<file path="src/ssbr_map.svh">
// Register indexes, field positions, reset values and timing counts
`ifndef SSBR_MAP_SVH
`define SSBR_MAP_SVH

`define SSBR_IDX_STATUS   3'h0
`define SSBR_IDX_DIVISOR  3'h1
`define SSBR_IDX_CTRL     3'h2
`define SSBR_IDX_TXHOLD   3'h3
`define SSBR_IDX_RXHOLD   3'h4
`define SSBR_IDX_ISTAT    3'h5
`define SSBR_IDX_IMASK    3'h6

`define SSBR_ST_TX_HOLDING_EMPTY_FLAG      7
`define SSBR_ST_RX_HOLDING_FULL_FLAG      6
`define SSBR_ST_PER       3
`define SSBR_ST_TRANSMIT_END_FLAG      2
`define SSBR_ST_RX_MULTIPROC_BIT      1
`define SSBR_ST_TX_MULTIPROC_BIT      0

`define SSBR_CT_RE        0
`define SSBR_CT_TE        1
`define SSBR_CT_SYNC      2
`define SSBR_CT_MP        3
`define SSBR_CT_PEN       4
`define SSBR_CT_PM        5
`define SSBR_CT_CKS_LO    6
`define SSBR_CT_CKS_HI    7

`define SSBR_IRQ_RXF      0
`define SSBR_IRQ_TXE      1
`define SSBR_IRQ_TRANSMIT_END_FLAG     2
`define SSBR_IRQ_PER      3

`define SSBR_DIVISOR_RST  8'hFF
`define SSBR_CTRL_RST     8'h00
`define SSBR_ZERO8        8'h00

`define SSBR_FMAX_ASYNC   6'h3F
`define SSBR_FMAX_SYNC    6'h07
`define SSBR_HALF_ASYNC   6'h1F
`define SSBR_HALF_SYNC    6'h03
`define SSBR_LAST_BIT     3'h7

`define SSBR_PRE_DIV1     6'h00
`define SSBR_PRE_DIV4     6'h03
`define SSBR_PRE_DIV16    6'h0F
`define SSBR_PRE_DIV64    6'h3F

`endif

</file>
<file path="src/ssbr_pkg.sv">
// Types shared by the serial status and bit-rate block
package ssbr_pkg;

   typedef logic [7:0] ssbr_byte_t;

   typedef enum logic [2:0] {
      SER_IDLE  = 3'b000,
      SER_START = 3'b001,
      SER_DATA  = 3'b010,
      SER_EXTRA = 3'b011,
      SER_STOP  = 3'b100
   } ssbr_ser_e;

endpackage

</file>
<file path="src/ssbr_rate_if.sv">
// Link between the register core and the bit-rate generator
`timescale 1ns/100ps
interface ssbr_rate_if;
   logic [7:0] divisor;
   logic [1:0] clk_sel;
   logic       base_tick;

   modport gen  (input divisor, input clk_sel, output base_tick);
   modport core (output divisor, output clk_sel, input base_tick);
endinterface // ssbr_rate_if

</file>
<file path="src/ssbr_rate_gen.sv">
// Prescaler and divisor counter of the bit-rate generator
`timescale 1ns/100ps
`include "ssbr_map.svh"
module ssbr_rate_gen (
   input wire logic    mclk,
   input wire logic    arst_n,
   ssbr_rate_if.gen    rif
);

   logic [5:0] pre_q;
   logic [7:0] div_q;
   logic       tick_q;
   wire        pre_wrap;
   wire        div_wrap;

   function automatic logic [5:0] pre_limit(input logic [1:0] sel);
      case (sel)
         2'h0:    pre_limit = `SSBR_PRE_DIV1;
         2'h1:    pre_limit = `SSBR_PRE_DIV4;
         2'h2:    pre_limit = `SSBR_PRE_DIV16;
         default: pre_limit = `SSBR_PRE_DIV64;
      endcase
   endfunction

   // Compare with >= so a smaller setting written mid-count takes at once
   assign pre_wrap = pre_q >= pre_limit(rif.clk_sel); // see RQ17
   assign div_wrap = div_q >= rif.divisor; // see RQ14
   assign rif.base_tick = tick_q;

   always_ff @(posedge mclk or negedge arst_n) begin
      if (!arst_n) begin
         pre_q  <= 6'h00;
         div_q  <= 8'h00;
         tick_q <= 1'b0;
      end else begin
         pre_q  <= pre_wrap ? 6'h00 : pre_q + 6'h01;
         if (pre_wrap)
            div_q <= div_wrap ? 8'h00 : div_q + 8'h01;
         tick_q <= pre_wrap & div_wrap;
      end
   end

endmodule // ssbr_rate_gen

</file>
<file path="src/ssbr_serial.sv">
// Serial status flags, bit-rate register and shift engine, Wishbone slave
`timescale 1ns/100ps
`include "ssbr_map.svh"
// What this block does
// RQ1 - Parity error flag sets when data ones plus parity bit mismatch parity mode.
// RQ2 - Parity error flag clears only by writing 0 after reading it as 1.
// RQ3 - Dropping receive enable leaves the parity error flag as it was.
// RQ4 - On parity error the byte is stored but receive-full stays unset.
// RQ5 - Parity error stops reception; in synchronous mode transmission as well.
// RQ6 - Transmit end flag is read-only and starts at 1.
// RQ7 - Transmit end clears with empty-flag clear or a transmit holding write.
// RQ8 - Transmit end sets when the last bit leaves with holding empty.
// RQ9 - Transmit end sets when transmit enable is cleared.
// RQ10 - Received multiprocessor bit is captured into a read-only bit, reset 0.
// RQ11 - Received multiprocessor bit holds when receive enable is cleared.
// RQ12 - Software multiprocessor bit, reset 0, is appended to each sent character.
// RQ13 - Multiprocessor transmit bit unused in sync, without multiproc, or tx off.
// RQ14 - Eight-bit divisor with clock select sets the bit rate.
// RQ15 - Divisor resets to all ones on reset and low-power entry.
// RQ16 - Divisor is readable and writable at any time; the code ignores divisor writes while the low-power request is held.
// RQ17 - Clock select picks full, quarter, sixteenth or sixty-fourth clock.
// RQ18 - Bit period is 64 (async) or 8 (sync) times 4^n times N+1.
// RQ19 - Writing 1 to the parity error flag does nothing.
module ssbr_serial (
   input  wire logic        mclk,
   input  wire logic        arst_n,
   input  wire logic        wb_cyc_i,
   input  wire logic        wb_stb_i,
   input  wire logic        wb_we_i,
   input  wire logic [4:0]  wb_adr_i,
   input  wire logic [3:0]  wb_sel_i,
   input  wire logic [31:0] wb_dat_i,
   output wire logic [31:0] wb_dat_o,
   output wire logic        wb_ack_o,
   input  wire logic        rxd,
   output wire logic        txd,
   output wire logic        sclk,
   input  wire logic        lowpower_req,
   output wire logic        irq
);

   ssbr_rate_if rif ();

   ssbr_rate_gen u_rate (
      .mclk   (mclk),
      .arst_n (arst_n),
      .rif    (rif)
   );

   logic                 ack_q;
   logic [31:0]          dat_q;
   logic [7:0]           divisor_q;
   logic [7:0]           ctrl_q;
   ssbr_pkg::ssbr_byte_t txh_q;
   ssbr_pkg::ssbr_byte_t rxh_q;
   logic [3:0]           istat_q;
   logic [3:0]           imask_q;
   logic                 irq_q;
   logic                 tx_holding_empty_flag_q;
   logic                 rx_holding_full_flag_q;
   logic                 per_q;
   logic                 transmit_end_flag_q;
   logic                 rx_multiproc_bit_q;
   logic                 tx_multiproc_bit_q;
   logic                 tx_holding_empty_flag_seen_q;
   logic                 rx_holding_full_flag_seen_q;
   logic                 per_seen_q;
   logic                 te_q;
   logic                 rxd_m_q;
   logic                 rxd_s_q;
   logic                 lp_m_q;
   logic                 lp_s_q;
   ssbr_pkg::ssbr_ser_e  tx_st_q;
   ssbr_pkg::ssbr_ser_e  rx_st_q;
   logic [5:0]           tx_ph_q;
   logic [5:0]           rx_ph_q;
   logic [2:0]           tx_cnt_q;
   logic [2:0]           rx_cnt_q;
   ssbr_pkg::ssbr_byte_t tx_sh_q;
   ssbr_pkg::ssbr_byte_t rx_sh_q;
   logic                 tx_ext_q;
   logic                 rx_ext_q;
   logic                 txd_q;
   logic                 sclk_q;

   function automatic logic ones_odd(input ssbr_pkg::ssbr_byte_t b);
      ones_odd = ^b;
   endfunction

   // Bus decode; every access is acked one cycle after the request
   wire       req      = wb_cyc_i & wb_stb_i;
   wire       acc      = req & ack_q;
   wire [2:0] idx      = wb_adr_i[4:2];
   wire [7:0] wdat     = wb_dat_i[7:0];
   wire       wr       = acc & wb_we_i & wb_sel_i[0];
   wire       rd       = acc & ~wb_we_i;
   wire       wr_stat  = wr & (idx == `SSBR_IDX_STATUS);
   wire       wr_div   = wr & (idx == `SSBR_IDX_DIVISOR);
   wire       wr_ctrl  = wr & (idx == `SSBR_IDX_CTRL);
   wire       wr_txh   = wr & (idx == `SSBR_IDX_TXHOLD);
   wire       wr_istat = wr & (idx == `SSBR_IDX_ISTAT);
   wire       wr_imask = wr & (idx == `SSBR_IDX_IMASK);
   wire       rd_stat  = rd & (idx == `SSBR_IDX_STATUS);
   wire       rd_rxh   = rd & (idx == `SSBR_IDX_RXHOLD);

   // Control fields
   wire       rx_en  = ctrl_q[`SSBR_CT_RE];
   wire       tx_en  = ctrl_q[`SSBR_CT_TE];
   wire       sync   = ctrl_q[`SSBR_CT_SYNC];
   wire       mp_en  = ctrl_q[`SSBR_CT_MP];
   wire       par_en = ctrl_q[`SSBR_CT_PEN];
   wire       pm     = ctrl_q[`SSBR_CT_PM];
   wire       ext_on = ~sync & (mp_en | par_en);

   wire [7:0] status = {tx_holding_empty_flag_q, rx_holding_full_flag_q, 2'b00, per_q, transmit_end_flag_q, rx_multiproc_bit_q,
                        tx_multiproc_bit_q};
   wire [7:0] rd_mux =
      (idx == `SSBR_IDX_STATUS)  ? status :
      (idx == `SSBR_IDX_DIVISOR) ? divisor_q :
      (idx == `SSBR_IDX_CTRL)    ? ctrl_q :
      (idx == `SSBR_IDX_TXHOLD)  ? txh_q :
      (idx == `SSBR_IDX_RXHOLD)  ? rxh_q :
      (idx == `SSBR_IDX_ISTAT)   ? {4'h0, istat_q} :
      (idx == `SSBR_IDX_IMASK)   ? {4'h0, imask_q} : `SSBR_ZERO8;

   assign wb_ack_o = ack_q;
   assign wb_dat_o = dat_q;
   assign rif.divisor = divisor_q; // see RQ14
   assign rif.clk_sel = {ctrl_q[`SSBR_CT_CKS_HI], ctrl_q[`SSBR_CT_CKS_LO]};
   assign txd  = txd_q;
   assign sclk = sclk_q;
   assign irq  = irq_q;

   // Bit phase: 64 base ticks per bit async, 8 sync
   wire [5:0] fmax = sync ? `SSBR_FMAX_SYNC : `SSBR_FMAX_ASYNC; // see RQ18
   wire [5:0] half = sync ? `SSBR_HALF_SYNC : `SSBR_HALF_ASYNC;
   wire       tx_bit_end = rif.base_tick & (tx_ph_q == fmax);

   // Synchronous mode stalls both directions on a parity error
   wire sync_hold = sync & per_q; // see RQ5
   wire tx_load = tx_en & ~tx_holding_empty_flag_q & ~sync_hold & tx_bit_end
                  & (tx_st_q == ssbr_pkg::SER_IDLE);
   wire tx_last = tx_bit_end & ((tx_st_q == ssbr_pkg::SER_STOP)
                  | (sync & (tx_st_q == ssbr_pkg::SER_DATA)
                     & (tx_cnt_q == `SSBR_LAST_BIT)));
   // Multiprocessor bit only in async multiprocessor frames with tx on
   wire tx_ext = mp_en ? tx_multiproc_bit_q
                       : (ones_odd(tx_sh_q) ^ pm); // see RQ12, RQ13

   // Receive sampling
   wire rx_samp = rif.base_tick
                  & ((sync ? tx_ph_q : rx_ph_q) == half);
   wire rx_start = ~sync & rx_en & ~per_q & ~rxd_s_q
                   & (rx_st_q == ssbr_pkg::SER_IDLE); // see RQ5
   wire rx_sstart = sync & rx_en & ~per_q & tx_bit_end
                    & (rx_st_q == ssbr_pkg::SER_IDLE); // see RQ5
   wire rx_done = rx_samp & ((rx_st_q == ssbr_pkg::SER_STOP)
                  | (sync & (rx_st_q == ssbr_pkg::SER_DATA)
                     & (rx_cnt_q == `SSBR_LAST_BIT)));
   wire [7:0] rx_word = sync ? {rxd_s_q, rx_sh_q[7:1]} : rx_sh_q;
   wire rx_perr = ~sync & par_en & ~mp_en
                  & ((ones_odd(rx_word) ^ rx_ext_q) != pm); // see RQ1

   // Flag events
   wire te_fall  = te_q & ~tx_en;
   wire per_set  = rx_done & rx_perr; // see RQ1
   wire rx_holding_full_flag_set = rx_done & ~rx_perr; // see RQ4
   wire tx_holding_empty_flag_set = tx_load | te_fall;
   wire transmit_end_flag_set = (tx_last & tx_holding_empty_flag_q) | te_fall; // see RQ8, RQ9
   wire per_clr  = wr_stat & ~wdat[`SSBR_ST_PER] & per_seen_q; // see RQ2, RQ19
   wire rx_holding_full_flag_clr = (wr_stat & ~wdat[`SSBR_ST_RX_HOLDING_FULL_FLAG] & rx_holding_full_flag_seen_q) | rd_rxh;
   wire tx_holding_empty_flag_clr = (wr_stat & ~wdat[`SSBR_ST_TX_HOLDING_EMPTY_FLAG] & tx_holding_empty_flag_seen_q) | wr_txh;
   wire [3:0] ev = {per_set, transmit_end_flag_set, tx_holding_empty_flag_set, rx_holding_full_flag_set};

   // Bus slave
   always_ff @(posedge mclk or negedge arst_n) begin
      if (!arst_n) begin
         ack_q <= 1'b0;
         dat_q <= 32'h0000_0000;
      end else begin
         ack_q <= req & ~ack_q;
         if (req & ~ack_q)
            dat_q <= {24'h00_0000, rd_mux};
      end
   end

   // Pin synchronisers
   always_ff @(posedge mclk or negedge arst_n) begin
      if (!arst_n) begin
         rxd_m_q <= 1'b1;
         rxd_s_q <= 1'b1;
         lp_m_q  <= 1'b0;
         lp_s_q  <= 1'b0;
      end else begin
         rxd_m_q <= rxd;
         rxd_s_q <= rxd_m_q;
         lp_m_q  <= lowpower_req;
         lp_s_q  <= lp_m_q;
      end
   end

   // Software registers; low-power entry reloads the divisor
   always_ff @(posedge mclk or negedge arst_n) begin
      if (!arst_n) begin
         divisor_q <= `SSBR_DIVISOR_RST; // see RQ15
         ctrl_q    <= `SSBR_CTRL_RST;
         txh_q     <= `SSBR_ZERO8;
         imask_q   <= 4'h0;
         tx_multiproc_bit_q    <= 1'b0; // see RQ12
         te_q      <= 1'b0;
      end else begin
         if (lp_s_q)
            divisor_q <= `SSBR_DIVISOR_RST; // see RQ15
         else if (wr_div)
            divisor_q <= wdat; // see RQ16
         if (wr_ctrl)
            ctrl_q <= wdat;
         if (wr_txh)
            txh_q <= wdat;
         if (wr_imask)
            imask_q <= wdat[3:0];
         if (wr_stat)
            tx_multiproc_bit_q <= wdat[`SSBR_ST_TX_MULTIPROC_BIT];
         te_q <= tx_en;
      end
   end

   // Status flags; a hardware set wins over a software clear
   always_ff @(posedge mclk or negedge arst_n) begin
      if (!arst_n) begin
         tx_holding_empty_flag_q      <= 1'b1;
         rx_holding_full_flag_q      <= 1'b0;
         per_q       <= 1'b0;
         transmit_end_flag_q      <= 1'b1; // see RQ6
         tx_holding_empty_flag_seen_q <= 1'b0;
         rx_holding_full_flag_seen_q <= 1'b0;
         per_seen_q  <= 1'b0;
      end else begin
         tx_holding_empty_flag_q <= tx_holding_empty_flag_set | (tx_holding_empty_flag_q & ~tx_holding_empty_flag_clr);
         rx_holding_full_flag_q <= rx_holding_full_flag_set | (rx_holding_full_flag_q & ~rx_holding_full_flag_clr); // see RQ4
         // Receive enable plays no part here, so dropping it keeps the flag
         per_q  <= per_set | (per_q & ~per_clr); // see RQ2, RQ3
         // No write path: the bit is read-only
         transmit_end_flag_q <= transmit_end_flag_set | (transmit_end_flag_q & ~tx_holding_empty_flag_clr); // see RQ6, RQ7
         if (rd_stat) begin
            tx_holding_empty_flag_seen_q <= tx_holding_empty_flag_q;
            rx_holding_full_flag_seen_q <= rx_holding_full_flag_q;
            per_seen_q  <= per_q; // see RQ2
         end else if (wr_stat) begin
            tx_holding_empty_flag_seen_q <= 1'b0;
            rx_holding_full_flag_seen_q <= 1'b0;
            per_seen_q  <= 1'b0;
         end
      end
   end

   // Interrupt status, write one to clear, events win
   always_ff @(posedge mclk or negedge arst_n) begin
      if (!arst_n) begin
         istat_q <= 4'h0;
         irq_q   <= 1'b0;
      end else begin
         istat_q <= ev | (istat_q & ~(wr_istat ? wdat[3:0] : 4'h0));
         irq_q   <= |(istat_q & imask_q);
      end
   end

   // Transmitter
   always_ff @(posedge mclk or negedge arst_n) begin
      if (!arst_n) begin
         tx_ph_q  <= 6'h00;
         tx_st_q  <= ssbr_pkg::SER_IDLE;
         tx_cnt_q <= 3'h0;
         tx_sh_q  <= `SSBR_ZERO8;
         tx_ext_q <= 1'b1;
      end else begin
         if (rif.base_tick)
            tx_ph_q <= tx_bit_end ? 6'h00 : tx_ph_q + 6'h01; // see RQ18
         if (!tx_en) begin
            tx_st_q <= ssbr_pkg::SER_IDLE;
         end else if (tx_load) begin
            tx_sh_q  <= txh_q;
            tx_cnt_q <= 3'h0;
            tx_st_q  <= sync ? ssbr_pkg::SER_DATA : ssbr_pkg::SER_START;
         end else if (tx_bit_end) begin
            unique case (tx_st_q)
               ssbr_pkg::SER_IDLE: tx_st_q <= ssbr_pkg::SER_IDLE;
               ssbr_pkg::SER_START: tx_st_q <= ssbr_pkg::SER_DATA;
               ssbr_pkg::SER_DATA: begin
                  tx_cnt_q <= tx_cnt_q + 3'h1;
                  if (tx_cnt_q == `SSBR_LAST_BIT) begin
                     tx_ext_q <= tx_ext;
                     tx_st_q  <= sync ? ssbr_pkg::SER_IDLE :
                                 ext_on ? ssbr_pkg::SER_EXTRA :
                                 ssbr_pkg::SER_STOP;
                  end else begin
                     tx_sh_q <= {1'b0, tx_sh_q[7:1]};
                  end
               end
               ssbr_pkg::SER_EXTRA: tx_st_q <= ssbr_pkg::SER_STOP;
               ssbr_pkg::SER_STOP: tx_st_q <= ssbr_pkg::SER_IDLE;
               default: tx_st_q <= ssbr_pkg::SER_IDLE;
            endcase
         end
      end
   end

   // Line and serial clock outputs
   wire txd_d = (tx_st_q == ssbr_pkg::SER_START) ? 1'b0 :
                (tx_st_q == ssbr_pkg::SER_DATA)  ? tx_sh_q[0] :
                (tx_st_q == ssbr_pkg::SER_EXTRA) ? tx_ext_q : 1'b1;
   wire sclk_d = ~(sync & (tx_st_q == ssbr_pkg::SER_DATA)
                   & (tx_ph_q <= half));

   always_ff @(posedge mclk or negedge arst_n) begin
      if (!arst_n) begin
         txd_q  <= 1'b1;
         sclk_q <= 1'b1;
      end else begin
         txd_q  <= txd_d;
         sclk_q <= sclk_d;
      end
   end

   // Receiver; disabling it abandons the frame but touches no flag
   always_ff @(posedge mclk or negedge arst_n) begin
      if (!arst_n) begin
         rx_ph_q  <= 6'h00;
         rx_st_q  <= ssbr_pkg::SER_IDLE;
         rx_cnt_q <= 3'h0;
         rx_sh_q  <= `SSBR_ZERO8;
         rx_ext_q <= 1'b0;
      end else begin
         if (rx_start)
            rx_ph_q <= 6'h00;
         else if (rif.base_tick)
            rx_ph_q <= (rx_ph_q == fmax) ? 6'h00 : rx_ph_q + 6'h01;
         if (!rx_en || sync_hold) begin
            rx_st_q <= ssbr_pkg::SER_IDLE; // see RQ3, RQ5, RQ11
         end else if (rx_start) begin
            rx_st_q <= ssbr_pkg::SER_START;
         end else if (rx_sstart) begin
            rx_cnt_q <= 3'h0;
            rx_st_q  <= ssbr_pkg::SER_DATA;
         end else if (rx_samp) begin
            unique case (rx_st_q)
               ssbr_pkg::SER_IDLE: rx_st_q <= ssbr_pkg::SER_IDLE;
               ssbr_pkg::SER_START: begin
                  rx_cnt_q <= 3'h0;
                  rx_st_q  <= rxd_s_q ? ssbr_pkg::SER_IDLE
                                      : ssbr_pkg::SER_DATA;
               end
               ssbr_pkg::SER_DATA: begin
                  rx_sh_q  <= {rxd_s_q, rx_sh_q[7:1]};
                  rx_cnt_q <= rx_cnt_q + 3'h1;
                  if (rx_cnt_q == `SSBR_LAST_BIT)
                     rx_st_q <= sync ? ssbr_pkg::SER_IDLE :
                                ext_on ? ssbr_pkg::SER_EXTRA :
                                ssbr_pkg::SER_STOP;
               end
               ssbr_pkg::SER_EXTRA: begin
                  rx_ext_q <= rxd_s_q;
                  rx_st_q  <= ssbr_pkg::SER_STOP;
               end
               ssbr_pkg::SER_STOP: rx_st_q <= ssbr_pkg::SER_IDLE;
               default: rx_st_q <= ssbr_pkg::SER_IDLE;
            endcase
         end
      end
   end

   // Received byte and multiprocessor bit; stored even on parity error
   always_ff @(posedge mclk or negedge arst_n) begin
      if (!arst_n) begin
         rxh_q  <= `SSBR_ZERO8;
         rx_multiproc_bit_q <= 1'b0; // see RQ10
      end else if (rx_done && rx_en) begin
         rxh_q <= rx_word; // see RQ4
         if (mp_en && !sync)
            rx_multiproc_bit_q <= rx_ext_q; // see RQ10, RQ11
      end
   end
endmodule // ssbr_serial

</file>
<file path="config.mk">
export PLATFORM = sky130hd
export DESIGN_NAME = ssbr_serial
export DESIGN_NICKNAME = d
export VERILOG_FILES = /design/src/ssbr_pkg.sv /design/src/ssbr_rate_if.sv /design/src/ssbr_rate_gen.sv /design/src/ssbr_serial.sv
export VERILOG_INCLUDE_DIRS = /design/src
export SDC_FILE = /design/constraint.sdc
export NUM_CORES = 1
export LEC_CHECK = 0
export ABC_AREA = 1
export ABC_CLOCK_PERIOD_IN_PS = 2029
export BUFFER_PORTS_ARGS = -buffer_cell sky130_fd_sc_hd__buf_2
export CORE_UTILIZATION = 31
export DETAILED_ROUTE_END_ITERATION = 10
export PLACE_DENSITY_LB_ADDON = 0.15
export SYNTH_ARGS = -nofsm -noshare
export SYNTH_HDL_FRONTEND = slang
export SYNTH_SLANG_ARGS = --single-unit
</file>
<file path="constraint.sdc">
create_clock -name mclk -period 2.03 [get_ports mclk]
set_input_delay 0.1015 -clock mclk [delete_from_list [all_inputs] [get_ports mclk]]
set_output_delay 0.1015 -clock mclk [all_outputs]
set_load 0.01 [all_outputs]
</file>
# ---- Word level (Yosys, flattened, before mapping)
# Index checks and enable logic that the tools add are counted.
# W data, S select, Z words.
dict set report totals {
  reg_bits 123
  latch_bits 0
  ramBits 0
  rom_bits 0
  in_bits 48
  out_inout_bits 36
  word_cells 249
  memories 0
}
dict set report classes {
  n_addsub 6
  mul 0
  div_mod_pow 0
  n_lt_le_gt_ge 3
  eq_ne 26
  shift 0
  mux 54
  bitwise_logic 93
  n_reduce_logical 29
}
# op n
set op_table {}
lappend op_table {{$mux W8} 13}
lappend op_table {{$and A1 B1 Y1} 55}
lappend op_table {{$mux W3} 16}
lappend op_table {{$mux W6} 7}
lappend op_table {{$eq A3 B3 Y1 const B} 7}
lappend op_table {{$not A1 Y1} 21}
lappend op_table {{$add A6 B1 Y6 const B} 3}
lappend op_table {{$eq A3 B2 Y1 const B} 6}
lappend op_table {{$pmux W3 S3} 2}
lappend op_table {{$pmux W6 S3} 1}
lappend op_table {{$reduce_xor A8 Y1} 2}
lappend op_table {{$reduce_and A5 Y1} 3}
lappend op_table {{$eq A6 B6 Y1} 2}
lappend op_table {{$mux W4} 3}
lappend op_table {{$reduce_bool A2 Y1} 6}
lappend op_table {{$or A1 B1 Y1} 11}
lappend op_table {{$eq A3 B1 Y1 const B} 3}
lappend op_table {{$logic_not A3 Y1} 3}
lappend op_table {{$add A8 B1 Y8 const B} 1}
lappend op_table {{$and A4 B4 Y4} 2}
lappend op_table {{$ge A8 B8 Y1} 1}
lappend op_table {{$mux W1} 8}
lappend op_table {{$reduce_and A4 Y1} 2}
lappend op_table {{$add A3 B1 Y3 const B} 2}
lappend op_table {{25 further kinds} 31}

# ---- Logic depth before layout (Yosys ltp)
# Gate-level depths: netlist of run 1.
dict set report logic_depth {
  word_depth 11
  mapped_depth 14
  depth_no_buf 14
}

# ---- By module
# A second synthesis of run 1 with hierarchy kept.
dict set report hier_totals {
  cells_unflattened 879
  hier_area_um2 6877.8
}
# mod instances cells_each area_per_inst_um2 seq_area_each_um2
set by_module_without_submodules {}
lappend by_module_without_submodules {ssbr_serial 1 727 5756.8 2721.4}
lappend by_module_without_submodules {ssbr_rate_gen 1 152 1121.1 375.4}

# ---- Worst setup path before layout of run 1
# OpenSTA, ideal clock, no wires.
dict set report synth_timing {
  kind {register -> register}
  from {register ctrl_q[2]}
  to {register rx_sh_q[7]}
  setup_time_ns 0.118
  arrival_time_ns 1.692
  required_ns 1.912
  setup_slack_ns 0.219
  path_stages_with_launch 11
  path_buffers 1
  period_less_slack_ns 1.811
  cell_sequence {dfrtp_1 > ha_1 > nand3_1 > nand3b_4 > clkinv_2 > nand3b_4 > nand2_4 > nand3_4 > buf_6 > nand2_2 > o21ai_2}
}
dict set report synth_via {
  elab_chain_len 7
  elab_cells_between_ends 22
  classes_between {eq/ne (2); mux (3); bitwise (15); reduce/logical (2)}
}
# item line
set synth_lines {}
lappend synth_lines {{from (decl)} ssbr_serial.sv:53} ;# logic [7:0] ctrl_q;
lappend synth_lines {{from (signal assigned)} ssbr_serial.sv:206} ;# ctrl_q <= `SSBR_CTRL_RST;
lappend synth_lines {{from (signal assigned)} ssbr_serial.sv:217} ;# ctrl_q <= wdat;
lappend synth_lines {{$mux W6 (no source line) or $not A1 Y1 (tied branches)} -}
lappend synth_lines {{$eq A6 B6 Y1 or $and A1 B1 Y1 (tied branches)} {ssbr_serial.sv:137, ssbr_serial.sv:153}}
lappend synth_lines {{$and A1 B1 Y1, on equally long branches} {ssbr_serial.sv:137, ssbr_serial.sv:153}}
lappend synth_lines {{$and A1 B1 Y1, on equally long branches} {ssbr_serial.sv:155, ssbr_serial.sv:153}}
lappend synth_lines {{$and A1 B1 Y1, on equally long branches} {ssbr_serial.sv:156, ssbr_serial.sv:154}}
lappend synth_lines {{$not A1 Y1 (no source line)} -}
lappend synth_lines {{$reduce_and A5 Y1 (no source line) (*)} -}
lappend synth_lines {{to (signal assigned)} ssbr_serial.sv:331} ;# rx_sh_q <= `SSBR_ZERO8;
lappend synth_lines {{to (signal assigned)} ssbr_serial.sv:354} ;# rx_sh_q <= {rxd_s_q, rx_sh_q[7:1]};
lappend synth_lines {{to (decl)} ssbr_serial.sv:80} ;# ssbr_pkg::ssbr_byte_t rx_sh_q;
# Every way passes the cells marked *; elsewhere a longest branch is shown, timed or not.
# A chain may end at the register's enable or synchronous reset.

# ---- Worst setup path after layout of run 1
dict set report layout_timing {
  from {register ctrl_q[2]}
  to {register tx_cnt_q[1]}
}
dict set report layout_via {
  elab_chain_len 7
  elab_cells_between_ends 12
  classes_between {eq/ne (1); mux (2); bitwise (6); reduce/logical (3)}
}
# item line
set layout_lines {}
lappend layout_lines {{$mux W6 (no source line) or $and A1 B1 Y1 (tied branches)} -}
lappend layout_lines {{$eq A6 B6 Y1 or $not A1 Y1 (tied branches)} {ssbr_serial.sv:137, ssbr_serial.sv:141}}
lappend layout_lines {{$and A1 B1 Y1, on equally long branches} {ssbr_serial.sv:137, ssbr_serial.sv:141}}
lappend layout_lines {{$and A1 B1 Y1} ssbr_serial.sv:141} ;# wire tx_load = tx_en & ~tx_holding_empty_flag_q & ~sync_hold & tx_bit_end
lappend layout_lines {{$and A1 B1 Y1} ssbr_serial.sv:142} ;# & (tx_st_q == ssbr_pkg::SER_IDLE);
lappend layout_lines {{$reduce_bool A2 Y1 (no source line)} -}
lappend layout_lines {{$reduce_and A3 Y1 (no source line)} -}
lappend layout_lines {{to (signal assigned)} ssbr_serial.sv:290} ;# tx_cnt_q <= tx_cnt_q + 3'h1;
lappend layout_lines {{to (decl)} ssbr_serial.sv:77} ;# logic [2:0] tx_cnt_q;
# Parallel ways exist; a longest one is shown, timed or not.

==> flow_summary.json, run 1 <==
{
  "dpl.hpwl_um": 12930,
  "period_minus_slack_ns": 1.874,
  "antenna_found_initial": 0,
  "route.vias.total": 5712,
  "reg2reg_depth": 7,
  "yosys.cell_types.count": 46,
  "setup-tns-final_ns": 0,
  "critical_path_class": "reg2reg",
  "worst_setup_path_end_kind": "flop",
  "finalSetupViolations": 0,
  "avgRoutedWirePerCell_um": 14.16,
  "wl_um": 17410,
  "p_leak_nw": 4.093,
  "final_cell_mix": "225 x nand2_1, 111 x inv_1, 105 x dfrtp_1, 67 x o21ai_0, 54 x nor2_1",
  "peakVddDrop_mv": 0.5990,
  "ant_nets": 0,
  "grt.overflow.total": 0,
  "synth_flop_cell": "dfrtp_1",
  "cts_max_path_buffers": 2,
  "clock_sinks": 123,
  "initial_utilization": 0.3162,
  "required_ns": 2.33,
  "crit_arrival_ns": 2.17,
  "area_delta_synth_final_pct": 18.16,
  "dieArea_um2": 22930,
  "pin_count": 84,
  "hold_path_depth": 4,
  "n_fill_cell": 2326,
  "syn_avg_cell_area_um2": 8.003,
  "rsz0062_at_grt": "no",
  "clk_latency_ns": 0.42,
  "grt_start_max_net_pins": 50,
  "setup.worst_path.start_class": "flop",
  "port_buffers": 30,
  "track_usage": 0.1655,
  "ys_warn_count": 0,
  "fp-row-count": 54,
  "worstPathMaxFanout": 7,
  "clock_skew_ns": 0.01087,
  "cts_root_buf": "clkbuf_16",
  "synth_edf_count": 0,
  "die_height_um": 151.4,
  "power.total_mw": 6.636,
  "gp_congestion": 0.7640,
  "antenna_cells": 0,
  "cts_made_buffers": 17,
  "grt_pass1_vias": 5497,
  "synthesis.area_um2": 6923,
  "min_period_over_period": 0.9231,
  "die_w_um": 151.4,
  "outcome": "complete, no violations",
  "synthArstFlopShare": 1.000,
  "cap_violations": 0,
  "htree_levels": 4,
  "drcViolationCount": 0,
  "drt_iter0_markers": 296,
  "drive_gt1_frac": 0.1528,
  "timing.fmax_mhz": 533.6,
  "core_area_um2": 21890,
  "syn_inst": 865,
  "finalHoldViolations": 0,
  "powerDensity_nw_per_um2": 811.2,
  "dr.pass1.iters": 4,
  "cts_tree": "built",
  "nets": 1007,
  "clk_pin_slew_worst_paths_ns": 0.06,
  "seq_area_frac_synth": 0.4473,
  "final_common_cell": "nand2_1",
  "slew_violations": 0,
  "routed_via_density": 4.648,
  "hp-class": "in2reg",
  "grt_pass1_wl_um": 28630,
  "ys_ff_latch": 123
}
worst max-delay path, stage by stage, from the launching register on:
cell      delay, ns
dfrtp_2        0.46
ha_1           0.33
nand3_1        0.09
nand3b_4       0.21
nor2_4         0.12
buf_4          0.14
o21ai_0        0.15
a32o_1         0.24
flip-flops by register name (all words and copies together), names as in the netlist, 6 cells and up:
signal and count:
rx_sh_q 8, divisor_q 8, tx_ph_q 6, u_rate.div_q 8
tx_sh_q 8, u_rate.pre_q 6, txh_q 8, rxh_q 8
wb_dat_o 8, ctrl_q 8, rx_ph_q 6
final timing paths:
path / from / to / slack [ns]
worst max-delay path: ctrl_q[2] / tx_cnt_q[1] / 0.16
worst min-delay path: wb_we_i / rx_holding_full_flag_seen_q / 0.04
worst max register to register: ctrl_q[2] / tx_cnt_q[1] / 0.16
worst min register to register: lp_m_q / lp_s_q / 0.35
max in group asynchronous: arst_n / txd / 1.11
min in group asynchronous: arst_n / tx_ph_q[2] / 0.20
what timing repair did:
action	in CTS	in global routing
hold buffers	11	0
buffers inserted	0	1
resized for setup	0	13
hold endpoints to repair	62	0
setup endpoints to repair	0	29
per-stage QoR:
stage	utilization	setup slack [ns]	hold WS (ns)	std cells	cell area, um^2
6_report	0.3737	0.1561	0.04450	1229	8180
5_1_grt	0.3737	0.001440	0.07809	1229	8180
4_1_cts	0.3713	0.01354	0.03479	1227	8128
3_5_place_dp	0.3400	0.02487	0.08340	1184	7442
3_3_place_gp	0.3400	0.06867	0.07994	1184	7442
2_1_floorplan	-	0.2194	-0.1941	888	7009
synthesized netlist by cell type (5+ instances only):
cell,instances,share of area
nand2_1,226,0.12
nor3_1,17,0.012
nor2_1,56,0.030
o22ai_1,10,0.0090
xnor2_1,11,0.014
a21oi_1,31,0.022
o21ai_1,16,0.012
o21ai_2,12,0.015
o211ai_1,11,0.012
dfstp_2,15,0.057
buf_4,25,0.027
nand3_1,38,0.027
xor2_1,10,0.013
buf_6,5,0.0081
inv_1,111,0.060
nand3b_1,5,0.0054
nand4_1,11,0.0099
o21ai_0,69,0.050
ha_1,23,0.042
buf_2,6,0.0043
dfrtp_1,108,0.39
cell type report:
class,count,area (um^2),area share
multi-input combinational,608,3202,0.3914
sequential,123,3100,0.3790
timing repair buffer,70,513.0,0.06271
clock buffer,24,481.7,0.05889
inverter,116,439.2,0.05369
tap,280,350.3,0.04283
clock inverter,8,93.84,0.01147
kinds of logic after synthesis:
group | Yosys count | synth area share
AO/OA/AOI/OAI | 166 | 0.1397
XOR/XNOR | 21 | 0.02657
adder cells (fa/ha/maj) | 23 | 0.04157
buffers and inverters | 158 | 0.1077
flip-flops | 123 | 0.4473
other | 1 | 0.0005417
AND/OR/NAND/NOR | 373 | 0.2366
power by group:
group,internal (mW),switching (mW)
Combinational,0.336,0.480
Clock,1.90,1.13
Sequential,2.62,0.177
Total,4.85,1.78
per-layer routing:
layer,track usage,vias to the layer above,share of wire
met5,0,-,0
met4,0.05550,0,0.014
met3,0.03313,21,0.029
met2,0.2461,87,0.43
met1,0.2373,2686,0.52
li1,-,2918,-
No activity file was read; power rests on OpenSTA's default activity.
==> inputs of run 2 (changes only) <==
--- a/config.mk
+++ b/config.mk
@@ -6,7 +6,6 @@
 export SDC_FILE = /design/constraint.sdc
 export NUM_CORES = 1
 export LEC_CHECK = 0
-export ABC_AREA = 1
 export ABC_CLOCK_PERIOD_IN_PS = 2029
 export BUFFER_PORTS_ARGS = -buffer_cell sky130_fd_sc_hd__buf_2
 export CORE_UTILIZATION = 31
@@ -15,3 +14,4 @@
 export SYNTH_ARGS = -nofsm -noshare
 export SYNTH_HDL_FRONTEND = slang
 export SYNTH_SLANG_ARGS = --single-unit
+export TNS_END_PERCENT = 1
==> run 2 against run 1 <==
  * The flow now finishes with violations (negative setup slack)
  * Global-route usage down 0.60 points
  * Sequential share of layout area down 1.1 points
  * Design area up 3.0%
  * Clock-buffer cell count down 2
  * Non-clock buffer count up 45
  * Area after synthesis down 4.4%
  * First-iteration DRC count down 9.1%
  * Critical endpoint is now rx_sh_q[2]
  * Largest cell class unchanged
==> flow_summary.json, run 2 <==
{
  "ys_warn_count": 0,
  "setup_ws_ns": -0.5609,
  "route.vias.total": 5153,
  "worstPathMaxFanout": 9,
  "critical_path_class": "reg2reg",
  "rsz0062_at_grt": "yes",
  "synth_edf_count": 0,
  "clock_sinks": 123,
  "fp-row-count": 53,
  "wl_um": 16310,
  "hp-class": "in2reg",
  "p_leak_nw": 3.994,
  "powerDensity_nw_per_um2": 831.4,
  "tightest_slew_ns": 0.5201,
  "min_period_over_period": 1.276,
  "timing.fmax_mhz": 386.0,
  "synthArstFlopShare": 1.000,
  "syn_avg_cell_area_um2": 9.894,
  "critPathMaxStageDelay_ns": 0.46,
  "yosysMostFrequentCell": "dfrtp_1",
  "ant_nets": 0,
  "maxSlewHeadroom": 0.6533,
  "drive_gt1_frac": 0.2747,
  "final_common_cell": "dfrtp_1",
  "period_minus_slack_ns": 2.591,
  "clk_latency_ns": 0.42,
  "cts_root_buf": "clkbuf_16",
  "seq_area_frac_synth": 0.4679,
  "nets": 848,
  "clk_pin_slew_worst_paths_ns": 0.06,
  "required_ns": 2.33,
  "grt_pass1_vias": 5250,
  "initial_utilization": 0.3159,
  "cts_tree": "built",
  "peakVddDrop_mv": 0.5787,
  "synth_top_cell_area_share": 0.4083,
  "htree_levels": 4,
  "synthTopCellsByCount": "108 x dfrtp_1, 70 x nand2_1, 52 x nor2_1",
  "ys_ff_latch": 123,
  "dp_cells": 1026,
  "fin_cells": 1065,
  "synthesis.area_um2": 6619,
  "path_cells": "ha_4, nand2_4, or3_4, or4_4, a2111oi_4, buf_12, mux2_4",
  "synth_area_leaders": "dfrtp_1 41%, dfstp_2 6.0%, mux2_2 4.9%, ha_1 4.3%, nand2_1 4.0%",
  "synth_top_area_cell": "dfrtp_1",
  "pin_count": 84,
  "syn_inst": 669,
  "cts_max_path_buffers": 2,
  "outcome": "complete, but fails checks",
  "grt_start_max_net_pins": 50,
  "worst_setup_path_end_kind": "flop",
  "die_w_um": 148.1,
  "grt.overflow.total": 0,
  "dieArea_um2": 21940,
  "cts_made_buffers": 17,
  "track_usage": 0.1595,
  "drt_iter0_markers": 269,
  "core_area_um2": 20960,
  "post_dp_cell_area_um2": 7629,
  "violations": "negative setup slack",
  "design_area_um2": 8427,
  "gp_congestion": 0.8150,
  "yosys.cell_types.count": 64,
  "synth_flop_cell": "dfrtp_1",
  "finalHoldViolations": 0,
  "antenna_found_initial": 0,
  "cap_violations": 0,
  "dr.pass1.iters": 4,
  "drcViolationCount": 0,
  "port_buffers": 30,
  "avgRoutedWirePerCell_um": 15.32,
  "finalSetupViolations": 31,
  "crit_arrival_ns": 2.89,
  "dpl.hpwl_um": 12160,
  "die_height_um": 148.1,
  "setup.worst_path.start_class": "flop",
  "final_cell_mix": "107 x dfrtp_1, 72 x buf_4, 69 x nand2_1, 52 x nor2_1, 46 x o21ai_0",
  "grt_pass1_wl_um": 27030,
  "routed_via_density": 4.838,
  "slew_violations": 0,
  "area_delta_synth_final_pct": 27.32,
  "antenna_cells": 0,
  "power.total_mw": 7.006,
  "final_util": 0.4021,
  "cpMaxStageDelayCell": "dfrtp_2",
  "clock_skew_ns": 0.007330
}
==> run 2: changes by cell type after synthesis, sizes merged, moves of 21 or more <==
cell / previous run / this run
nand2: 231 / 70
inv: 115 / 27
o21ai: 97 / 51
mux2: 0 / 29
mux2i: 0 / 24
nand3: 39 / 18
==> run 2: layer usage <==
layer	track usage	vias to the layer above	routed length, um
met5	0	-	0
met1	0.2102	2534	7643
met4	0.05412	0	207
li1	-	2515	-
met2	0.2582	85	7831
met3	0.03497	19	631
==> run 2: timing repair <==
action,in CTS,in global routing
hold endpoints to repair,41,0
buffers inserted,0,0
pin swaps,2,1
hold buffers,7,0
gates resized for setup,13,20
endpoints found under the setup margin,53,58
==> run 2: kinds of logic after synthesis <==
family	after synthesis	share of synthesized area
fa+ha+maj	23	0.04348
mux	53	0.08563
xor+xnor	34	0.04707
compound gates	145	0.1403
other cells	1	0.0005666
simple gates	213	0.1567
flops	123	0.4679
buf+inv	77	0.05841
==> run 2: path summary, 6_finish.rpt <==
path	start	end	slack [ns]	cells past startpoint
worst min-delay path	wb_dat_i[0]	txh_q[0]	0.01	3
min in group asynchronous	arst_n	tx_sh_q[6]	0.20	2
worst min register to register	lp_m_q	lp_s_q	0.35	0
worst max register to register	ctrl_q[2]	rx_sh_q[2]	-0.56	7
worst max-delay path	ctrl_q[2]	rx_sh_q[2]	-0.56	7
max in group asynchronous	arst_n	rxd_s_q	1.12	3
==> run 2: power breakdown <==
part | switching (mW) | total, mW | internal, mW
Sequential | 0.185 | 2.83 | 2.65
Clock | 1.12 | 3.15 | 2.03
Combinational | 0.545 | 1.02 | 0.479
Total | 1.85 | 7.01 | 5.15
==> run 2: area by class of cell <==
cell class	count	area, um^2
clock buffers	22	474.2
multi-input cells	492	3390
clock inverters	10	137.6
fillers	2081	12530
flip-flops and latches	123	3098
repair buffers	115	878.3
inverters	28	105.1
well taps	275	344.1
==> run 2: metrics by stage <==
step / setup TNS (ns) / setup slack (ns) / hold WS (ns)
floorplan: -9.691 / -0.5477 / -0.1941
global placement: -10.05 / -0.5595 / 0.1141
detailed placement: -11.31 / -0.5785 / 0.1160
CTS: -9.950 / -0.5767 / 0.003213
finish: -8.920 / -0.5609 / 0.01436
global route: -13.37 / -0.6433 / 0.02464
==> run 2: worst max-delay path, delay by kind of cell (launching register included) <==
kind                       cells  cell delay (ns)
muxes                          1             0.30
buffers and inverters          1             0.19
DFF                            1             0.46
adders and majority gates      1             0.30
and+or+nand+nor                3             0.83
AOI/OAI and AO/OA              1             0.38
==> inputs of run 3 (changes only) <==
--- a/config.mk
+++ b/config.mk
@@ -7,9 +7,9 @@
 export NUM_CORES = 1
 export LEC_CHECK = 0
 export ABC_CLOCK_PERIOD_IN_PS = 2029
-export BUFFER_PORTS_ARGS = -buffer_cell sky130_fd_sc_hd__buf_2
-export CORE_UTILIZATION = 31
+export CORE_UTILIZATION = 30
 export DETAILED_ROUTE_END_ITERATION = 10
+export DONT_BUFFER_PORTS = 1
 export PLACE_DENSITY_LB_ADDON = 0.15
 export SYNTH_ARGS = -nofsm -noshare
 export SYNTH_HDL_FRONTEND = slang
==> run 3 against run 2 <==
  * Clock skew increased by 0.0041 ns
  * Design area decreased by 1.9%
  * The flow finishes with violations (negative hold slack, negative setup slack)
  * First-iteration DRC count increased by 13%
  * Hold slack got worse by 0.63 ns
  * Clock-buffer cell count decreased by 2
  * Fmax about the same
==> flow_summary.json, run 3 (synthesized netlist as in run 2, its figures left out) <==
{
  "hp-class": "in2async",
  "cts_made_buffers": 17,
  "r2r_slack_ns": -0.56,
  "finalHoldViolations": 123,
  "cts_root_buf": "clkbuf_16",
  "ff_latch_area_um2": 3098,
  "gp_congestion": 0.8340,
  "final_common_cell": "dfrtp_1",
  "drcViolationCount": 0,
  "min_period_over_period": 1.277,
  "rr_endpoint": "rx_sh_q[7]",
  "peakVddDrop_mv": 0.6274,
  "period_minus_slack_ns": 2.593,
  "initial_utilization": 0.3100,
  "required_ns": 2.33,
  "critPathLaunch": "ctrl_q[2]",
  "clkPwrFrac": 0.452,
  "fp-row-count": 53,
  "wl_um": 16950,
  "r2r-start": "ctrl_q[2]",
  "ant_nets": 0,
  "worstPathMaxFanout": 9,
  "fin_cells": 1035,
  "cts_hold_buffers": 14,
  "clock_skew_ns": 0.01146,
  "post_dp_cell_area_um2": 7398,
  "track_usage": 0.1617,
  "dr.pass1.iters": 5,
  "grt_pass1_wl_um": 27810,
  "worst_setup_path_end_kind": "flop",
  "cts_max_path_buffers": 2,
  "netSwitchingFraction": 0.2725,
  "die_w_um": 150.5,
  "final_util": 0.3873,
  "cap_violations": 0,
  "maxSlewHeadroom": 0.6413,
  "nets": 818,
  "powerDensity_nw_per_um2": 832.9,
  "seqPwrFrac": 0.414,
  "drt_iter0_markers": 304,
  "critical_path_class": "reg2reg",
  "grt_start_max_net_pins": 124,
  "dieArea_um2": 22660,
  "intPower_mw": 5.011,
  "routed_via_density": 4.943,
  "avgRoutedWirePerCell_um": 16.38,
  "finalSetupViolations": 33,
  "cts_tree": "built",
  "pwr-share-comb": 0.134,
  "core_area_um2": 21350,
  "rsz0062_at_grt": "yes",
  "setup.worst_path.end": "rx_sh_q[7]",
  "pin_count": 84,
  "multi_input_area_um2": 3396,
  "setup.worst_path.start_class": "flop",
  "route.vias.total": 5116,
  "design_area_um2": 8270,
  "violations": "negative hold slack, negative setup slack",
  "antenna_found_initial": 0,
  "whs_ns": -0.6194,
  "htree_levels": 4,
  "timing.fmax_mhz": 385.7,
  "p_sw_mw": 1.877,
  "crit_arrival_ns": 2.89,
  "clk_latency_ns": 0.43,
  "dp_cells": 989,
  "port_buffers": 0,
  "final_cell_mix": "107 x dfrtp_1, 69 x nand2_1, 65 x buf_4, 52 x nor2_1, 40 x o21ai_0",
  "setup_ws_ns": -0.5628,
  "n_fill_cell": 2090,
  "power.total_mw": 6.888,
  "area_delta_synth_final_pct": 24.95,
  "antenna_cells": 0,
  "die_height_um": 150.5,
  "p_leak_nw": 3.851,
  "outcome": "complete, but fails checks",
  "tightest_slew_ns": 0.5364,
  "drive_gt1_frac": 0.2355,
  "clk_pin_slew_worst_paths_ns": 0.06,
  "slew_violations": 0,
  "dpl.hpwl_um": 11960,
  "grt_pass1_vias": 5107,
  "grt.overflow.total": 0,
  "clock_sinks": 123,
  "reg2reg_depth": 7
}
[run 3: power by group through the flow]
stage	clock network, mW	logic [mW]	registers (mW)
final	3.11	0.922	2.85
after floorplan	0	0.614	2.82
after detailed placement	0	0.831	2.89
after global routing	3.30	1.03	2.88
after global placement	0	0.801	2.88
after CTS	3.19	0.891	2.84
[run 3: how the worst min path moves through the flow]
stage,cells after the start,from,endpoint,slack (ns)
finish,0,arst_n,rx_ph_q[2],-0.62
global route,0,arst_n,rx_ph_q[4],-0.65
CTS,0,arst_n,rx_ph_q[2],-0.64
detailed placement,0,arst_n,rx_cnt_q[1],-0.18
global placement,0,arst_n,rx_cnt_q[0],-0.18
floorplan,0,arst_n,ctrl_q[0],-0.19
[run 3: timing repair]
item | CTS | global route
resized for setup | 17 | 22
pin swaps | 4 | 4
gates cloned | 0 | 0
endpoints found under the setup margin | 53 | 65
buffers inserted | 0 | 0
endpoints found under the hold margin | 168 | 123
[run 3: through the flow]
step / setup WS, ns / setup TNS, ns
floorplan: -0.5477 / -9.691
global placement: -0.5401 / -10.07
detailed placement: -0.5599 / -11.64
CTS: -0.5758 / -9.763
global route: -0.6196 / -13.56
finish: -0.5628 / -9.454
[run 3: per-layer routing]
| layer | part of all wire | vias up | GRT usage |
|---|---|---|---|
| li1 | - | 2465 | - |
| met1 | 0.46 | 2532 | 0.2144 |
| met2 | 0.49 | 106 | 0.2613 |
| met3 | 0.037 | 13 | 0.03545 |
| met4 | 0.012 | 0 | 0.05000 |
| met5 | 0 | - | 0 |
[run 3: critical path, cell delays in order (launching register included)]
cell and delay (ns):
dfrtp_2 0.47, ha_4 0.31, nand2_4 0.05, or3_4 0.34, or4_4 0.45, a2111oi_4 0.36
buf_12 0.19, mux2_4 0.30
[run 3: cell type report]
class | count | share of cell area
inverter | 28 | 0.01271
sequential | 123 | 0.3746
timing repair buffer | 85 | 0.08729
clock inverter | 12 | 0.01679
clock buffer | 20 | 0.05643
tap | 275 | 0.04160
multi-input combinational | 492 | 0.4106
